`src/mmtc_pkg.sv`:
```
// constants shared by the multi-mode timer/counter
package mmtc_pkg;

	// register port
	localparam int unsigned ADDR_W      = 8;
	localparam int unsigned DATA_W      = 32;
	localparam logic [7:0]  OFF_CTRL    = 8'h00;
	localparam logic [7:0]  OFF_PRESC   = 8'h04;
	localparam logic [7:0]  OFF_RISE    = 8'h08;
	localparam logic [7:0]  OFF_FALL    = 8'h0C;
	localparam logic [7:0]  OFF_STATUS  = 8'h10;
	localparam logic [7:0]  OFF_COUNT   = 8'h14;

	// counter, compare registers and prescaler
	localparam int unsigned CNT_W       = 17;
	localparam int unsigned PRESC_W     = 5;
	localparam int unsigned DIV_W       = 16;
	localparam logic [4:0]  PRESC_MAX   = 5'h10;
	localparam logic [16:0] CNT_TOP     = 17'h1FFFF;
	localparam logic [16:0] CNT_RESET   = 17'h00000;

	// control register fields
	localparam int unsigned CTRL_START_BIT  = 0;
	localparam int unsigned CTRL_MODE_LSB   = 1;
	localparam int unsigned CTRL_SINGLE_BIT = 4;
	localparam int unsigned CTRL_GATE_BIT   = 5;
	localparam int unsigned CTRL_EDGE_LSB   = 6;
	localparam int unsigned CTRL_OE_BIT     = 8;
	localparam int unsigned CTRL_CLK32_BIT  = 9;

	// mode field encoding
	localparam logic [2:0] MODE_TIMER   = 3'h0;
	localparam logic [2:0] MODE_COUNTER = 3'h1;
	localparam logic [2:0] MODE_PWM     = 3'h2;
	localparam logic [2:0] MODE_CAPTURE = 3'h3;
	localparam logic [2:0] MODE_DS_NRZ  = 3'h4;
	localparam logic [2:0] MODE_DS_RTZ  = 3'h5;

	// event edge selection
	localparam logic [1:0] EDGE_RISE = 2'h0;
	localparam logic [1:0] EDGE_FALL = 2'h1;
	localparam logic [1:0] EDGE_BOTH = 2'h2;

	// status register fields
	localparam int unsigned STAT_RISE_BIT = 0;
	localparam int unsigned STAT_FALL_BIT = 1;
	localparam int unsigned STAT_RUN_BIT  = 2;
	localparam int unsigned STAT_WAVE_BIT = 3;

	// instance kinds
	localparam logic [1:0] KIND_TIMER_A = 2'h0;
	localparam logic [1:0] KIND_TIMER_B = 2'h1;
	localparam logic [1:0] KIND_PWM     = 2'h2;

	// pseudo-random scrambler for the delta-sigma pattern
	localparam logic [16:0] LFSR_SEED = 17'h00001;

endpackage

```
`src/multi_mode_timer_counter.sv`:
```
// one timer/counter instance: timer, event counter, pwm, capture, delta-sigma
//
// Contract
// - timer base clock is the system clock, selected as 16 or 32 MHz rate.
// - 5-bit prescaler: zero passes clock, else divides by 2^setting, up to 16.
// - counter, rise and fall registers are 17 bits wide.
// - with gating on, counter holds while gate input high, counts while low.
// - match event when a count tick finds counter equal to rise or fall value, except in delta-sigma and capture modes.
// - pwm output goes high when counter equals rise value.
// - pwm output goes low at fall value; continuous mode restarts counter.
// - new rise/fall values take effect only after the running cycle ends.
// - pwm runs as single pulse or repeating train with programmed period.
// - waveform reaches the pin only while output driver enable is set.
// - capture stores count in rise register on first rising capture edge.
// - capture stores count in fall register on the following falling edge.
// - software read of a capture register stops the counter.
// - captures count from start; later edges overwrite, last pulse kept.
// - timer mode counts prescaled clock, single or repeating, matches at fall.
// - event counter counts gate-pin rising, falling or both edges.
// - event counting exists only on the first general-purpose timer.
// - nrz delta-sigma gives rise-value pulses per 2^17 clock period.
// - delta-sigma pulse pattern is pseudo-random and changes every period.
// - rtz delta-sigma forces every other slot low, period 2^18 clocks.
// - pwm-only kind has no counter mode, no capture, no gating.
//
// The implementer's own choices: the strobed register port and the placing of the registers.
`timescale 1ns/1ps

module multi_mode_timer_counter #(
	parameter logic [1:0] KIND = mmtc_pkg::KIND_TIMER_A
) (
	// clock and reset
	input  wire logic        i_clk_sys,
	input  wire logic        i_rstn,
	// register port
	input  wire logic [7:0]  i_addr,
	input  wire logic [31:0] i_wdata,
	input  wire logic        i_wr,
	input  wire logic        i_rd,
	output logic      [31:0] o_rdata,
	// pins
	input  wire logic        i_timer_a_clock_gate_input,
	input  wire logic        i_capture_input,
	output logic             o_wave_output,
	output logic             o_wave_output_oe,
	// match events
	output logic             o_rise_match,
	output logic             o_fall_match
);

	typedef enum logic {CAP_WAIT_RISE, CAP_WAIT_FALL} cap_state_t;

	localparam bit HAS_EVENT   = (KIND == mmtc_pkg::KIND_TIMER_A);
	localparam bit HAS_CAPTURE = (KIND != mmtc_pkg::KIND_PWM);
	localparam bit HAS_GATE    = (KIND != mmtc_pkg::KIND_PWM);

	// control state
	logic [2:0]  mode_r;
	logic [1:0]  edge_r;
	logic [4:0]  presc_r;
	logic        single_r, gate_en_r, oe_r, clk32_r, running_r;

	// counting state
	logic [16:0] cnt_r, rise_r, fall_r, rise_act_r, fall_act_r, scramble_r;
	logic        wave_r, half_r, rtz_phase_r, flag_rise_r, flag_fall_r;
	logic [15:0] div_r;
	cap_state_t  cap_state_r;
	logic [31:0] rdata_r;

	// synchronisers
	logic        gate_s1_r, gate_s2_r, gate_s3_r;
	logic        cap_s1_r, cap_s2_r, cap_s3_r;

	// decoded controls
	logic        wr_ctrl, start_pulse, stop_req, is_counter, is_capture, is_pwm, is_ds, is_rtz, gate_hold;
	logic        base_tick, presc_tick, ev_rise, ev_fall, ev_tick, cnt_tick, hit_rise, hit_fall, cycle_end;
	logic        ds_adv, ds_period_end, ds_hit, cap_rise_store, cap_fall_store, cap_read;
	logic [15:0] presc_mask;
	logic [16:0] rev_cnt;
	logic [2:0]  mode_wr;

	assign wr_ctrl     = i_wr && (i_addr == mmtc_pkg::OFF_CTRL);
	assign start_pulse = wr_ctrl && i_wdata[mmtc_pkg::CTRL_START_BIT];
	assign stop_req    = wr_ctrl && !i_wdata[mmtc_pkg::CTRL_START_BIT];

	// unsupported modes for this kind fall back to plain timer
	always_comb begin
		mode_wr = i_wdata[mmtc_pkg::CTRL_MODE_LSB +: 3];
		if ((mode_wr == mmtc_pkg::MODE_COUNTER && !HAS_EVENT)
			|| (mode_wr == mmtc_pkg::MODE_CAPTURE && !HAS_CAPTURE)
			|| (mode_wr > mmtc_pkg::MODE_DS_RTZ)) begin
			mode_wr = mmtc_pkg::MODE_TIMER;
		end
	end

	assign is_counter = (mode_r == mmtc_pkg::MODE_COUNTER);
	assign is_capture = (mode_r == mmtc_pkg::MODE_CAPTURE);
	assign is_pwm     = (mode_r == mmtc_pkg::MODE_PWM);
	assign is_rtz     = (mode_r == mmtc_pkg::MODE_DS_RTZ);
	assign is_ds      = (mode_r == mmtc_pkg::MODE_DS_NRZ) || is_rtz;

	// control register
	always_ff @(posedge i_clk_sys or negedge i_rstn) begin
		if (!i_rstn) begin
			mode_r    <= mmtc_pkg::MODE_TIMER;
			single_r  <= 1'b0;
			gate_en_r <= 1'b0;
			edge_r    <= mmtc_pkg::EDGE_RISE;
			oe_r      <= 1'b0;
			clk32_r   <= 1'b0;
		end else if (wr_ctrl) begin
			mode_r    <= mode_wr;
			single_r  <= i_wdata[mmtc_pkg::CTRL_SINGLE_BIT];
			gate_en_r <= i_wdata[mmtc_pkg::CTRL_GATE_BIT] && HAS_GATE;
			edge_r    <= i_wdata[mmtc_pkg::CTRL_EDGE_LSB +: 2];
			oe_r      <= i_wdata[mmtc_pkg::CTRL_OE_BIT];
			clk32_r   <= i_wdata[mmtc_pkg::CTRL_CLK32_BIT];
		end
	end

	// prescale register, settings above 16 are clamped
	always_ff @(posedge i_clk_sys or negedge i_rstn) begin
		if (!i_rstn) begin
			presc_r <= 5'h00;
		end else if (i_wr && i_addr == mmtc_pkg::OFF_PRESC) begin
			presc_r <= (i_wdata[4:0] > mmtc_pkg::PRESC_MAX) ? mmtc_pkg::PRESC_MAX : i_wdata[4:0];
		end
	end

	// pin synchronisers plus one stage for edge detection
	always_ff @(posedge i_clk_sys or negedge i_rstn) begin
		if (!i_rstn) begin
			gate_s1_r <= 1'b0;
			gate_s2_r <= 1'b0;
			gate_s3_r <= 1'b0;
			cap_s1_r  <= 1'b0;
			cap_s2_r  <= 1'b0;
			cap_s3_r  <= 1'b0;
		end else begin
			gate_s1_r <= i_timer_a_clock_gate_input;
			gate_s2_r <= gate_s1_r;
			gate_s3_r <= gate_s2_r;
			cap_s1_r  <= i_capture_input;
			cap_s2_r  <= cap_s1_r;
			cap_s3_r  <= cap_s2_r;
		end
	end

	// base rate: 32 MHz selection ticks every clock, 16 MHz every other clock
	always_ff @(posedge i_clk_sys or negedge i_rstn) begin
		if (!i_rstn) begin
			half_r <= 1'b0;
		end else begin
			half_r <= !half_r;
		end
	end
	assign base_tick = clk32_r || half_r;
	// free-running prescaler divider
	always_ff @(posedge i_clk_sys or negedge i_rstn) begin
		if (!i_rstn) begin
			div_r <= 16'h0000;
		end else if (base_tick) begin
			div_r <= div_r + 16'h0001;
		end
	end

	assign presc_mask = 16'((17'h00001 << presc_r) - 17'h00001);
	assign presc_tick = base_tick && ((div_r & presc_mask) == presc_mask);

	// event edges from the gate pin
	assign ev_rise = gate_s2_r && !gate_s3_r;
	assign ev_fall = !gate_s2_r && gate_s3_r;
	always_comb begin
		case (edge_r)
			mmtc_pkg::EDGE_RISE: ev_tick = ev_rise;
			mmtc_pkg::EDGE_FALL: ev_tick = ev_fall;
			mmtc_pkg::EDGE_BOTH: ev_tick = ev_rise || ev_fall;
			default:             ev_tick = 1'b0;
		endcase
	end
	assign gate_hold = gate_en_r && gate_s2_r;
	assign cnt_tick  = running_r && (is_counter ? ev_tick : (presc_tick && !gate_hold));

	// compare matches on the active copies
	assign hit_rise  = (cnt_r == rise_act_r);
	assign hit_fall  = (cnt_r == fall_act_r);
	assign cycle_end = cnt_tick && !is_capture && !is_ds && hit_fall;

	// delta-sigma: bit-reversed count scrambled per period
	genvar gi;
	generate
		for (gi = 0; gi < 17; gi = gi + 1) begin : g_rev
			assign rev_cnt[gi] = cnt_r[16 - gi];
		end
	endgenerate

	assign ds_hit        = ((rev_cnt ^ scramble_r) < rise_act_r);
	assign ds_adv        = cnt_tick && is_ds && (!is_rtz || rtz_phase_r);
	assign ds_period_end = ds_adv && (cnt_r == mmtc_pkg::CNT_TOP);

	// capture edge handling
	assign cap_rise_store = running_r && is_capture && (cap_state_r == CAP_WAIT_RISE) && cap_s2_r && !cap_s3_r;
	assign cap_fall_store = running_r && is_capture && (cap_state_r == CAP_WAIT_FALL) && !cap_s2_r && cap_s3_r;
	assign cap_read       = i_rd && is_capture && (i_addr == mmtc_pkg::OFF_RISE || i_addr == mmtc_pkg::OFF_FALL);

	// run control
	always_ff @(posedge i_clk_sys or negedge i_rstn) begin
		if (!i_rstn) begin
			running_r <= 1'b0;
		end else if (start_pulse) begin
			running_r <= 1'b1;
		end else if (stop_req || cap_read) begin
			running_r <= 1'b0;
		end else if (cycle_end && single_r) begin
			running_r <= 1'b0;
		end
	end

	// counter
	always_ff @(posedge i_clk_sys or negedge i_rstn) begin
		if (!i_rstn) begin
			cnt_r <= mmtc_pkg::CNT_RESET;
		end else if (start_pulse) begin
			cnt_r <= mmtc_pkg::CNT_RESET;
		end else if (is_ds) begin
			if (ds_adv) begin
				cnt_r <= cnt_r + 17'h00001;
			end
		end else if (cycle_end) begin
			cnt_r <= mmtc_pkg::CNT_RESET;
		end else if (cnt_tick) begin
			cnt_r <= cnt_r + 17'h00001;
		end
	end

	// rtz slot phase
	always_ff @(posedge i_clk_sys or negedge i_rstn) begin
		if (!i_rstn) begin
			rtz_phase_r <= 1'b0;
		end else if (start_pulse) begin
			rtz_phase_r <= 1'b0;
		end else if (cnt_tick && is_rtz) begin
			rtz_phase_r <= !rtz_phase_r;
		end
	end

	// scrambler advances once per conversion period
	always_ff @(posedge i_clk_sys or negedge i_rstn) begin
		if (!i_rstn) begin
			scramble_r <= mmtc_pkg::LFSR_SEED;
		end else if (ds_period_end) begin
			scramble_r <= {scramble_r[15:0], scramble_r[16] ^ scramble_r[13]};
		end
	end

	// active compare copies load at start and at cycle or period end
	always_ff @(posedge i_clk_sys or negedge i_rstn) begin
		if (!i_rstn) begin
			rise_act_r <= mmtc_pkg::CNT_RESET;
			fall_act_r <= mmtc_pkg::CNT_RESET;
		end else if (start_pulse || cycle_end || ds_period_end) begin
			rise_act_r <= rise_r;
			fall_act_r <= fall_r;
		end
	end

	// rise register: software write or capture
	always_ff @(posedge i_clk_sys or negedge i_rstn) begin
		if (!i_rstn) begin
			rise_r <= mmtc_pkg::CNT_RESET;
		end else if (cap_rise_store) begin
			rise_r <= cnt_r;
		end else if (i_wr && i_addr == mmtc_pkg::OFF_RISE) begin
			rise_r <= i_wdata[16:0];
		end
	end

	// fall register: software write or capture
	always_ff @(posedge i_clk_sys or negedge i_rstn) begin
		if (!i_rstn) begin
			fall_r <= mmtc_pkg::CNT_RESET;
		end else if (cap_fall_store) begin
			fall_r <= cnt_r;
		end else if (i_wr && i_addr == mmtc_pkg::OFF_FALL) begin
			fall_r <= i_wdata[16:0];
		end
	end

	// capture sequencer, rearms after each falling capture
	always_ff @(posedge i_clk_sys or negedge i_rstn) begin
		if (!i_rstn) begin
			cap_state_r <= CAP_WAIT_RISE;
		end else if (start_pulse) begin
			cap_state_r <= CAP_WAIT_RISE;
		end else begin
			case (cap_state_r)
				CAP_WAIT_RISE: begin
					if (cap_rise_store) begin
						cap_state_r <= CAP_WAIT_FALL;
					end
				end
				CAP_WAIT_FALL: begin
					if (cap_fall_store) begin
						cap_state_r <= CAP_WAIT_RISE;
					end
				end
				default: cap_state_r <= CAP_WAIT_RISE;
			endcase
		end
	end

	// waveform
	always_ff @(posedge i_clk_sys or negedge i_rstn) begin
		if (!i_rstn) begin
			wave_r <= 1'b0;
		end else if (start_pulse || stop_req) begin
			wave_r <= 1'b0;
		end else if (is_ds) begin
			if (cnt_tick) begin
				wave_r <= ds_hit && !(is_rtz && rtz_phase_r);
			end
		end else if (is_pwm && cnt_tick) begin
			if (hit_fall) begin
				wave_r <= 1'b0;
			end else if (hit_rise) begin
				wave_r <= 1'b1;
			end
		end else if (!is_pwm) begin
			wave_r <= 1'b0;
		end
	end

	assign o_wave_output    = wave_r && oe_r;
	assign o_wave_output_oe = oe_r;

	// match pulses and sticky flags, set wins over write-one clear
	always_ff @(posedge i_clk_sys or negedge i_rstn) begin
		if (!i_rstn) begin
			o_rise_match <= 1'b0;
			o_fall_match <= 1'b0;
		end else begin
			o_rise_match <= (cnt_tick && !is_ds && !is_capture && hit_rise) || cap_rise_store;
			o_fall_match <= cycle_end || cap_fall_store;
		end
	end
	always_ff @(posedge i_clk_sys or negedge i_rstn) begin
		if (!i_rstn) begin
			flag_rise_r <= 1'b0;
			flag_fall_r <= 1'b0;
		end else begin
			if (o_rise_match) begin
				flag_rise_r <= 1'b1;
			end else if (i_wr && i_addr == mmtc_pkg::OFF_STATUS && i_wdata[mmtc_pkg::STAT_RISE_BIT]) begin
				flag_rise_r <= 1'b0;
			end
			if (o_fall_match) begin
				flag_fall_r <= 1'b1;
			end else if (i_wr && i_addr == mmtc_pkg::OFF_STATUS && i_wdata[mmtc_pkg::STAT_FALL_BIT]) begin
				flag_fall_r <= 1'b0;
			end
		end
	end

	// read data, valid in the cycle after the read strobe
	always_ff @(posedge i_clk_sys or negedge i_rstn) begin
		if (!i_rstn) begin
			rdata_r <= 32'h00000000;
		end else if (i_rd) begin
			rdata_r <= 32'h00000000;
			case (i_addr)
				mmtc_pkg::OFF_CTRL: begin
					rdata_r[mmtc_pkg::CTRL_START_BIT]      <= running_r;
					rdata_r[mmtc_pkg::CTRL_MODE_LSB +: 3]  <= mode_r;
					rdata_r[mmtc_pkg::CTRL_SINGLE_BIT]     <= single_r;
					rdata_r[mmtc_pkg::CTRL_GATE_BIT]       <= gate_en_r;
					rdata_r[mmtc_pkg::CTRL_EDGE_LSB +: 2]  <= edge_r;
					rdata_r[mmtc_pkg::CTRL_OE_BIT]         <= oe_r;
					rdata_r[mmtc_pkg::CTRL_CLK32_BIT]      <= clk32_r;
				end
				mmtc_pkg::OFF_PRESC:  rdata_r[4:0]  <= presc_r;
				mmtc_pkg::OFF_RISE:   rdata_r[16:0] <= rise_r;
				mmtc_pkg::OFF_FALL:   rdata_r[16:0] <= fall_r;
				mmtc_pkg::OFF_STATUS: begin
					rdata_r[mmtc_pkg::STAT_RISE_BIT] <= flag_rise_r;
					rdata_r[mmtc_pkg::STAT_FALL_BIT] <= flag_fall_r;
					rdata_r[mmtc_pkg::STAT_RUN_BIT]  <= running_r;
					rdata_r[mmtc_pkg::STAT_WAVE_BIT] <= wave_r;
				end
				mmtc_pkg::OFF_COUNT:  rdata_r[16:0] <= cnt_r;
				default:              rdata_r <= 32'h00000000;
			endcase
		end
	end
	assign o_rdata = rdata_r;

endmodule

```
`config.mk`:
```
export PLATFORM = sky130hd
export DESIGN_NAME = multi_mode_timer_counter
export DESIGN_NICKNAME = d
export VERILOG_FILES = /design/src/mmtc_pkg.sv /design/src/multi_mode_timer_counter.sv
export SDC_FILE = /design/constraint.sdc
export NUM_CORES = 1
export LEC_CHECK = 0
export BUFFER_PORTS_ARGS = -buffer_cell sky130_fd_sc_hd__buf_2
export CORE_UTILIZATION = 49
export DETAILED_ROUTE_END_ITERATION = 8
export GPL_TIMING_DRIVEN = 0
export PLACE_DENSITY = 0.7
export SETUP_SLACK_MARGIN = 0.02
export SYNTH_ARGS = -nofsm -noshare
export SYNTH_HDL_FRONTEND = slang
export SYNTH_SLANG_ARGS = --single-unit
```
`constraint.sdc`:
```
create_clock -name i_clk_sys -period 2.9 [get_ports i_clk_sys]
set_input_delay 0.145 -clock i_clk_sys [delete_from_list [all_inputs] [get_ports i_clk_sys]]
set_output_delay 0.145 -clock i_clk_sys [all_outputs]
set_load 0.1 [all_outputs]
```
# Word level (Yosys, flattened, before mapping)
# Index checks and enable logic that the tools add are counted.
[word_totals] wordCells=171 out_inout_bits=36 input_bits=46 regBits=164
[classes] n_bitwise=4 mux=37 n_addsub=3 n_eq_ne=20 reduce_logical=73 shifts=1 n_lt_le_gt_ge=3
[ops] operator="17-bit two-way mux" count=9
[ops] operator="1-bit logical AND" count=39
[ops] operator="17-bit equality test" count=2
[ops] operator="4-bit one-hot mux with 6 select lines" count=1
[ops] operator="7-bit one-hot mux with 3 select lines" count=1
[ops] operator="1-bit two-way mux" count=20
[ops] operator="5-bit one-hot mux with 4 select lines" count=1
[ops] operator="17-bit by 1-bit adder with 17-bit output, second input constant" count=1
[ops] operator="17-bit equality test, second input constant" count=1
[ops] operator="17-bit less-than comparator" count=1
[ops] operator="17-bit XOR" count=1
[ops] operator="16-bit by 1-bit adder with 16-bit output, second input constant" count=1
[ops] operator="16-bit bitwise AND" count=1
[ops] operator="16-bit equality test" count=1
[ops] operator="8-bit by 4-bit equality test with 1-bit output, second input constant" count=2
[ops] operator="8-bit by 5-bit equality test with 1-bit output, second input constant" count=2
[ops] operator="1-bit by 5-bit << shifter with 16-bit output, first input constant" count=1
[ops] operator="16-bit by 1-bit subtractor with 16-bit output, second input constant" count=1
[ops] operator="1-bit zero test" count=12
[ops] operator="1-bit logical OR" count=11
[ops] operator="2-bit nonzero test" count=5
[ops] operator="8-bit by 3-bit equality test with 1-bit output, second input constant" count=1
[ops] operator="8-bit zero test" count=1
[ops] operator="3-bit by 2-bit equality test with 1-bit output, second input constant" count=2
[ops] operator="other kinds (22)" count=23

# Depth between registers and ports, before layout
# Gate-level depths: netlist of the first run.
[logic_depth] ltp_word=15 mapped_depth=14 ltp_nobuf=12

# Worst setup path after synthesis of the first run
# No wires, ideal clock.
[synth_path] kind="register to register" from="reg cnt_r[2]" to="reg fall_act_r[10]" slack_ns=-0.017 arrival_time_ns=2.792 path_stages_with_launch=14 path_buffers=2 required_ns=2.775 cell_sequence="dfrtp_1 > clkbuf_1 > and3_1 > nand3_1 > nor3_1 > and3_1 > and3_1 > and3_1 > ha_1 > and3_1 > o22ai_1 > nand2_1 > buf_2 > mux2_2"
[synth_between] elab_chain_cells=4 word_cells_on_any_way=6 classes_between="2 x eq/ne; 4 x reduce/logical"
[synth_rtl] item="start: declaration" line_no="multi_mode_timer_counter.sv:64" text="logic [16:0] cnt_r, rise_r, fall_r, rise_act_r, fall_act_r, scramble_r;"
[synth_rtl] item="start signal: assignment" line_no="multi_mode_timer_counter.sv:222" text="cnt_r <= mmtc_pkg::CNT_RESET;"
[synth_rtl] item="start signal: assignment" line_no="multi_mode_timer_counter.sv:224" text="cnt_r <= mmtc_pkg::CNT_RESET;"
[synth_rtl] item="start signal: assignment" line_no="multi_mode_timer_counter.sv:227" text="cnt_r <= cnt_r + 17'h00001;"
[synth_rtl] item="17-bit equality test" line_no="multi_mode_timer_counter.sv:186" text="assign hit_fall = (cnt_r == fall_act_r);"
[synth_rtl] item="1-bit logical AND" line_no="multi_mode_timer_counter.sv:187" text="assign cycle_end = cnt_tick && !is_capture && !is_ds && hit_fall;"
[synth_rtl] item="1-bit logical OR" line_no="multi_mode_timer_counter.sv:261" text="end else if (start_pulse || cycle_end || ds_period_end) begin"
[synth_rtl] item="1-bit logical OR (*)" line_no="multi_mode_timer_counter.sv:261"
[synth_rtl] item="end signal: assignment" line_no="multi_mode_timer_counter.sv:260" text="fall_act_r <= mmtc_pkg::CNT_RESET;"
[synth_rtl] item="end signal: assignment" line_no="multi_mode_timer_counter.sv:263" text="fall_act_r <= fall_r;"
[synth_rtl] item="end: declaration" line_no="multi_mode_timer_counter.sv:64"
# Every way passes the cells marked *; elsewhere a longest branch is shown, timed or not.
# A chain may end at the register's enable or synchronous reset.

# Final worst setup path of the first run
[layout_path] from="reg presc_r[1]" to="reg cnt_r[14]"
[layout_between] elab_chain_cells=14 word_cells_on_any_way=19 classes_between="1 x add/sub; 2 x eq/ne; 1 x shift; 4 x mux; 1 x bitwise; 10 x reduce/logical"
[layout_rtl] item="start: declaration" line_no="multi_mode_timer_counter.sv:60" text="logic [4:0] presc_r;"
[layout_rtl] item="start signal: assignment" line_no="multi_mode_timer_counter.sv:126" text="presc_r <= (i_wdata[4:0] > mmtc_pkg::PRESC_MAX) ? mmtc_pkg::PRESC_MAX : i_wdata[4:0];"
[layout_rtl] item="1-bit by 5-bit << shifter with 16-bit output (*)" line_no="multi_mode_timer_counter.sv:167" text="assign presc_mask = 16'((17'h00001 << presc_r) - 17'h00001);"
[layout_rtl] item="16-bit by 1-bit subtractor with 16-bit output (*)" line_no="multi_mode_timer_counter.sv:167"
[layout_rtl] item="16-bit bitwise AND" line_no="multi_mode_timer_counter.sv:168" text="assign presc_tick = base_tick && ((div_r & presc_mask) == presc_mask);"
[layout_rtl] item="16-bit equality test (*)" line_no="multi_mode_timer_counter.sv:168"
[layout_rtl] item="1-bit logical AND (*)" line_no="multi_mode_timer_counter.sv:168"
[layout_rtl] item="1-bit logical AND (*)" line_no="multi_mode_timer_counter.sv:182" text="assign cnt_tick = running_r && (is_counter ? ev_tick : (presc_tick && !gate_hold));"
[layout_rtl] item="1-bit two-way mux (*)" line_no="multi_mode_timer_counter.sv:182"
[layout_rtl] item="1-bit logical AND (*)" line_no="multi_mode_timer_counter.sv:182"
[layout_rtl] item="1-bit logical AND (3 in series)" line_no="multi_mode_timer_counter.sv:187"
[layout_rtl] item="17-bit two-way mux" line_no="multi_mode_timer_counter.sv:229" text="end else if (cycle_end) begin"
[layout_rtl] item="17-bit two-way mux" line_no="multi_mode_timer_counter.sv:225" text="end else if (is_ds) begin"
[layout_rtl] item="17-bit two-way mux" line_no="multi_mode_timer_counter.sv:223" text="end else if (start_pulse) begin"
[layout_rtl] item="end signal: assignment" line_no="multi_mode_timer_counter.sv:224"
[layout_rtl] item="end signal: assignment" line_no="multi_mode_timer_counter.sv:227"
[layout_rtl] item="end signal: assignment" line_no="multi_mode_timer_counter.sv:230" text="cnt_r <= mmtc_pkg::CNT_RESET;"
# Marks and branches as above.

==> results of run 1 <==
## how the worst min path moves through the flow
stage,start,to,depth (start not counted)
after global placement,i_capture_input,cap_s1_r$_DFF_PN0_,1
after global routing,i_wdata[5],gate_en_r$_DFFE_PN0P_,2
after detailed placement,i_rstn,div_r[13]$_DFFE_PN0N_,1
after floorplan,i_rstn,cap_s1_r$_DFF_PN0_,0
after CTS,i_wdata[5],gate_en_r$_DFFE_PN0P_,2
final,i_wdata[5],gate_en_r$_DFFE_PN0P_,2
## worst register-to-register path: stages (launching register included)
cell and delay [ps]:
dfrtp_1 370, buf_6 130, nor2_4 130, nand3b_1 140, ha_4 210, inv_4 70
buf_4 110, o32a_1 180, o2111ai_2 150, buf_4 170, o31a_4 380, a31oi_4 230
buf_12 160, buf_8 110, o21ai_1 70, a32o_2 280
## layer usage
layer	up-vias	track usage (%)	routed length [um]
li1	3399	-	-
met1	3728	40.7	11700
met2	367	44.8	12000
met3	56	6.36	2020
met4	0	10.5	760
met5	-	0	0
## kinds of logic (layout without fill, tap and decap cells)
| kind of cell | Yosys count | in the layout |
|---|---|---|
| buffers and inverters | 110 | 236 |
| other | 1 | 15 |
| muxes | 101 | 101 |
| and+or+nand+nor | 264 | 264 |
| xor gates and xnor gates | 67 | 67 |
| DFF | 164 | 164 |
| adders and majority gates | 22 | 22 |
| AOI/OAI and AO/OA | 175 | 175 |
## layout make-up
type | count | area, um^2
buffer | 72 | 477
clock buffer | 21 | 480
clock inverter | 11 | 125
fill | 1464 | 6850
inverter | 35 | 134
multi-input combinational | 644 | 4770
sequential | 164 | 4110
tap | 229 | 287
timing repair buffer | 97 | 793
## power by group
group	internal (mW)	switching, mW
Combinational	0.350	0.580
Sequential	2.39	0.139
Clock	1.36	0.967
Total	4.11	1.69
## cells in the mapped netlist, drive strengths merged, types with 3 or more instances
library cell and instances:
a21o 4, xor2 29, nor3b 8, nor4 7, nand4 13, a222oi 9, and2 3, a32o 13
xnor2 38, clkbuf 33, o211ai 3, a21oi 34, nand2b 8, ha 22, nor3 23, mux2 60
nand3 20, o21ai 69, nor2b 6, and3 13, a221oi 5, nand3b 3, o21a 3, mux2i 41
a31oi 5, o22ai 6, nand2 102, buf 42, inv 35, dfrtp 163, a21boi 7, nor2 50
## state kept, by name (all words and copies together) (netlist names), 2 cells and up
signal	count
edge_r	2
div_r	16
fall_r	17
presc_r	5
o_rdata	17
mode_r	3
cnt_r	17
fall_act_r	17
rise_r	17
scramble_r	17
rise_act_r	17
## stage by stage
step | util, % | std cells | cell area, um^2 | worst slack, ps
floorplan | - | 918 | 9080 | 108
detailed placement | 53.6 | 1198 | 9660 | -601
global route | 62.0 | 1273 | 11200 | -180
finish | 62.0 | 1273 | 11200 | -121
CTS | 60.5 | 1261 | 10900 | -51.7
global placement | 53.4 | 1197 | 9620 | -861
## what timing repair did
| action | 4_1_cts | 5_1_grt |
|---|---|---|
| setup buffers | 24 | 13 |
| pin swaps | 16 | 16 |
| hold buffers | 6 | 0 |
| endpoints found under the hold margin | 71 | 0 |
| resized for setup | 77 | 49 |
| gates cloned | 4 | 1 |
| setup endpoints to repair | 69 | 70 |
==> results.json, run 1 <==
{
  "fin_hold_ws_ps": 12.0,
  "drive_gt1_share_pct": 26.8,
  "synth_compound_area_share_pct": 12.9,
  "maxSlewHeadroom_pct": 37.8,
  "maxCapViolCount": 0,
  "power_density_mw_per_mm2": 518,
  "critPathLaunch": "presc_r[1]$_DFFE_PN0P_",
  "drtPass1Iterations": 5,
  "fin_nets": 1099,
  "crit_family": "compound AO/OA/AOI/OAI gates",
  "final_cell_mix": "dfrtp_1 (159), nand2_1 (97), o21ai_0 (65), buf_2 (62), nor2_1 (45)",
  "r2r_slack_ps": -120,
  "syn-cell-area_mm2": 0.00903,
  "grt_max_degree": 99,
  "grt_overflow": 0,
  "worst_pin_slew_ps": 933,
  "track_usage_pct": 29.2,
  "critPathMaxStageDelay_ps": 380,
  "dp.final_hpwl_um": 17800,
  "synthArstFlopShare_pct": 100,
  "yosysTopAreaCellShare_pct": 45.2,
  "mostFrequentLayoutCell": "dfrtp_1",
  "p_leak_nw": 5.35,
  "boundaryPins": 82,
  "timing.final.crit_share_pct": 104,
  "worstHoldPathType": "in -> reg",
  "critPathSlowestCell": "o31a_4",
  "synth_edf_count": 0,
  "start_util_pct": 50.1,
  "die_x_um": 138,
  "crit_arrival_ps": 3340,
  "start_kind": "flop",
  "drtAntennaViolNets": 0,
  "ir_drop_mv": 0.439,
  "yosysSeqAreaShare_pct": 45.5,
  "cp_common_cell": "buf_4",
  "skew_ps": 16.8,
  "ys_ff_latch": 164,
  "setup_viol": 39,
  "drt_iter0_markers": 981,
  "first_global_vias": 7288,
  "die_h_um": 138,
  "core_region_area_mm2": 0.0180,
  "max_freq_mhz": 331,
  "dieArea_mm2": 0.0190,
  "syn_to_final_growth_pct": 23.8,
  "htreeDepth": 4,
  "clk_pin_slew_ps": 70,
  "post_drt_via_cell_ratio": 5.93,
  "crit_chain": "buf_6, nor2_4, nand3b_1, ha_4, inv_4, buf_4, o32a_1, o2111ai_2, buf_4, o31a_4, a31oi_4, buf_12, buf_8, o21ai_1, a32o_2",
  "muxShareOfSynthArea_pct": 12.0,
  "tritoncts": "done",
  "rsz0062_at_grt": "true",
  "fin_tns_setup_ps": -2030,
  "clock-sinks": 164,
  "finalHoldViolations": 0,
  "p_total_mw": 5.79,
  "cp-end-kind": "flop",
  "drc": 0,
  "synth_xor_area_share_pct": 6.50,
  "vias": 7550,
  "synthCells": 904,
  "ys_types": 63,
  "synthAdderAreaFrac_pct": 3.05,
  "yosys-top-cells-area": "dfrtp_1 (45%), mux2_2 (7.5%), mux2i_1 (4.5%)",
  "num_rows": 49,
  "io_buffers": 50,
  "crit_type": "reg -> reg",
  "grt_pass1_wl_um": 41100,
  "clock_latency_ps": 440,
  "place.gp.congestion": 0.897,
  "reg2reg_from": "presc_r[1]$_DFFE_PN0P_",
  "synth_top_family_by_area": "simple AND/OR/NAND/NOR gates",
  "r2r_cells": 15,
  "yosys_warnings": 0,
  "yosys.area_share.simple_pct": 13.9,
  "fin_crit_ps": 3020,
  "status": "complete, but fails checks",
  "required_ps": 3220,
  "syn-mean-instance-area_um2": 9.99,
  "crit_fanout": 7,
  "finalMaxSlewViolations": 0,
  "cts.path.max_buffers": 2,
  "synth_top_cell_by_area": "dfrtp_1",
  "worst_slack_ps": -121,
  "ys.flop_type": "dfrtp_1",
  "wl_um": 26500,
  "cts_root_buf": "clkbuf_16",
  "violations": "negative setup slack",
  "n_antenna_cell": 0,
  "cp-endpoint": "cnt_r[14]$_DFFE_PN0P_",
  "critPathBufInv": 6,
  "path_depth": 15,
  "wl_per_cell_um": 20.8,
  "r2r-end": "cnt_r[14]$_DFFE_PN0P_",
  "grt_antenna_before_repair": 0,
  "cts_made_buffers": 17
}
Power figures use the tool's default switching activity.
==> run 2: changes to the inputs <==
--- a/config.mk
+++ b/config.mk
@@ -11,6 +11,7 @@
 export GPL_TIMING_DRIVEN = 0
 export PLACE_DENSITY = 0.7
 export SETUP_SLACK_MARGIN = 0.02
+export SKIP_CTS_REPAIR_TIMING = 1
 export SYNTH_ARGS = -nofsm -noshare
 export SYNTH_HDL_FRONTEND = slang
 export SYNTH_SLANG_ARGS = --single-unit
==> run 2 against run 1 <==
The run ends with negative hold slack, negative setup slack left. Highest routed layer is now met5. Count of clock-buffer cells in the layout unchanged. Global-route usage down 1.3 points. Die area unchanged. Critical path type unchanged. Fmax fell by 2.1%. Design area fell by 1.8%. Total power is 1.3% lower. Wire length decreased by 1.5%.
==> results.json, run 2 (synthesis gave the netlist of run 1 again) <==
{
  "grt_antenna_before_repair": 1,
  "grt_overflow": 0,
  "drive_gt1_share_pct": 24.8,
  "crit_type": "reg -> reg",
  "worstHoldPathType": "in -> reg",
  "fin_cells": 1268,
  "first_global_vias": 6961,
  "postLayoutCoreUtil_pct": 60.9,
  "grt_max_degree": 99,
  "io_buffers": 50,
  "die_x_um": 138,
  "setup_viol": 60,
  "violations": "negative hold slack, negative setup slack",
  "start_util_pct": 50.1,
  "maxSlewHeadroom_pct": 37.5,
  "dp.final_hpwl_um": 17800,
  "timing.final.crit_share_pct": 106,
  "r2r_cells": 13,
  "drtAntennaViolNets": 0,
  "dieArea_mm2": 0.0190,
  "hp-start": "i_wdata[8]",
  "boundaryPins": 82,
  "cts_root_buf": "clkbuf_16",
  "nFillCells": 1511,
  "track_usage_pct": 27.9,
  "finalMaxSlewViolations": 0,
  "worst_slack_ps": -185,
  "wl_per_cell_um": 20.6,
  "grt_pass1_wl_um": 39100,
  "syn_to_final_growth_pct": 21.5,
  "n_antenna_cell": 0,
  "required_ps": 3220,
  "regArea_mm2": 0.00411,
  "dp.cells": 1198,
  "max_freq_mhz": 324,
  "holdPathStages": 2,
  "clk_pin_slew_ps": 70,
  "vias": 7559,
  "start_kind": "flop",
  "cts.path.max_buffers": 2,
  "reg2reg_from": "presc_r[4]$_DFFE_PN0P_",
  "r2r-end": "fall_act_r[13]$_DFFE_PN0P_",
  "fin_nets": 1094,
  "status": "complete, but fails checks",
  "fin_hold_ws_ps": -10.6,
  "fin_crit_ps": 3090,
  "holdPathEnd": "o_wave_output_oe$_DFFE_PN0P_",
  "htreeDepth": 4,
  "drc": 0,
  "cp-end-kind": "flop",
  "die_h_um": 138,
  "wl_um": 26100,
  "p_leak_nw": 5.26,
  "r2r_slack_ps": -190,
  "worst_pin_slew_ps": 938,
  "core_region_area_mm2": 0.0180,
  "multi_input_area_mm2": 0.00469,
  "place.gp.congestion": 0.897,
  "num_rows": 49,
  "final_cell_mix": "dfrtp_1 (162), nand2_1 (100), o21ai_0 (66), buf_2 (62), nor2_1 (47)",
  "rsz0062_at_grt": "true",
  "post_drt_via_cell_ratio": 5.96,
  "tritoncts": "done",
  "pre_cts_slack_ps": -601,
  "drt_iter0_markers": 819,
  "skew_ps": 17.8,
  "maxCapViolCount": 0,
  "crit_fanout": 8,
  "power_density_mw_per_mm2": 521,
  "ir_drop_mv": 0.429,
  "finalHoldViolations": 1,
  "crit_arrival_ps": 3400,
  "mostFrequentLayoutCell": "dfrtp_1",
  "clock_latency_ps": 440,
  "drtPass1Iterations": 5,
  "clock-sinks": 164,
  "cts_made_buffers": 17
}
==> run 2: cell count changes in the layout (fill, tap and decap cells not counted), sizes merged <==
cell,change
dlygate4sd3,-1
clkbuf,+5
buf,-10
nand2,+1
==> run 2: area by class of cell <==
type | count | area share, %
Multi-Input combinational cell | 645 | 42.8
Sequential cell | 164 | 37.4
Timing Repair Buffer | 88 | 6.11
Clock buffer | 21 | 4.38
Buffer | 75 | 4.36
Tap cell | 229 | 2.61
Inverter | 35 | 1.22
Clock inverter | 11 | 1.14
==> run 2: where the power goes <==
group,switching (mW),internal (mW),total (mW)
logic,0.564,0.306,0.870
clock network,0.957,1.36,2.32
registers,0.134,2.39,2.53
==> run 2: worst max-delay path by stage <==
stage                                 startpoint                          to  depth (start not counted)
after global routing        cnt_r[3]$_DFFE_PN0P_  rise_act_r[11]$_DFFE_PN0P_                         13
after detailed placement  presc_r[4]$_DFFE_PN0P_  rise_act_r[15]$_DFFE_PN0P_                         12
after global placement                    i_rstn   scramble_r[9]$_DFFE_PN0P_                          1
after floorplan             cnt_r[2]$_DFFE_PN0P_  fall_act_r[10]$_DFFE_PN0P_                         13
final                     presc_r[4]$_DFFE_PN0P_  fall_act_r[13]$_DFFE_PN0P_                         13
after CTS                 presc_r[2]$_DFFE_PN0P_  rise_act_r[15]$_DFFE_PN0P_                         12
==> run 2: routing by layer <==
metal | up-vias | track usage, % | share of wire [%]
li1 | 3397 | - | -
met1 | 3722 | 39.6 | 44
met2 | 372 | 41.9 | 45
met3 | 66 | 5.56 | 7.8
met4 | 2 | 10.7 | 3.6
met5 | - | 0 | 0.031
==> run 2: worst max-delay path, stage by stage (launching register included) <==
cell	delay, ps
dfrtp_1	490
nor2_4	190
nand3b_1	140
ha_4	220
inv_4	80
nor3_2	40
o31ai_1	260
nand4_1	200
buf_4	200
nor3_4	290
o22ai_4	130
nand2_4	200
clkbuf_16	210
mux2_4	300
==> run 2: stage by stage <==
stage	hold slack (ps)	total power, mW	TNS, ps	instance area, um^2
CTS	-337	5.65	-31450	10300
detailed placement	125	3.34	-29060	9660
finish	-10.6	5.72	-8120	11000
global route	5.47	5.89	-13530	11000
floorplan	-151	3.09	0	9080
global placement	254	3.33	-169170	9620
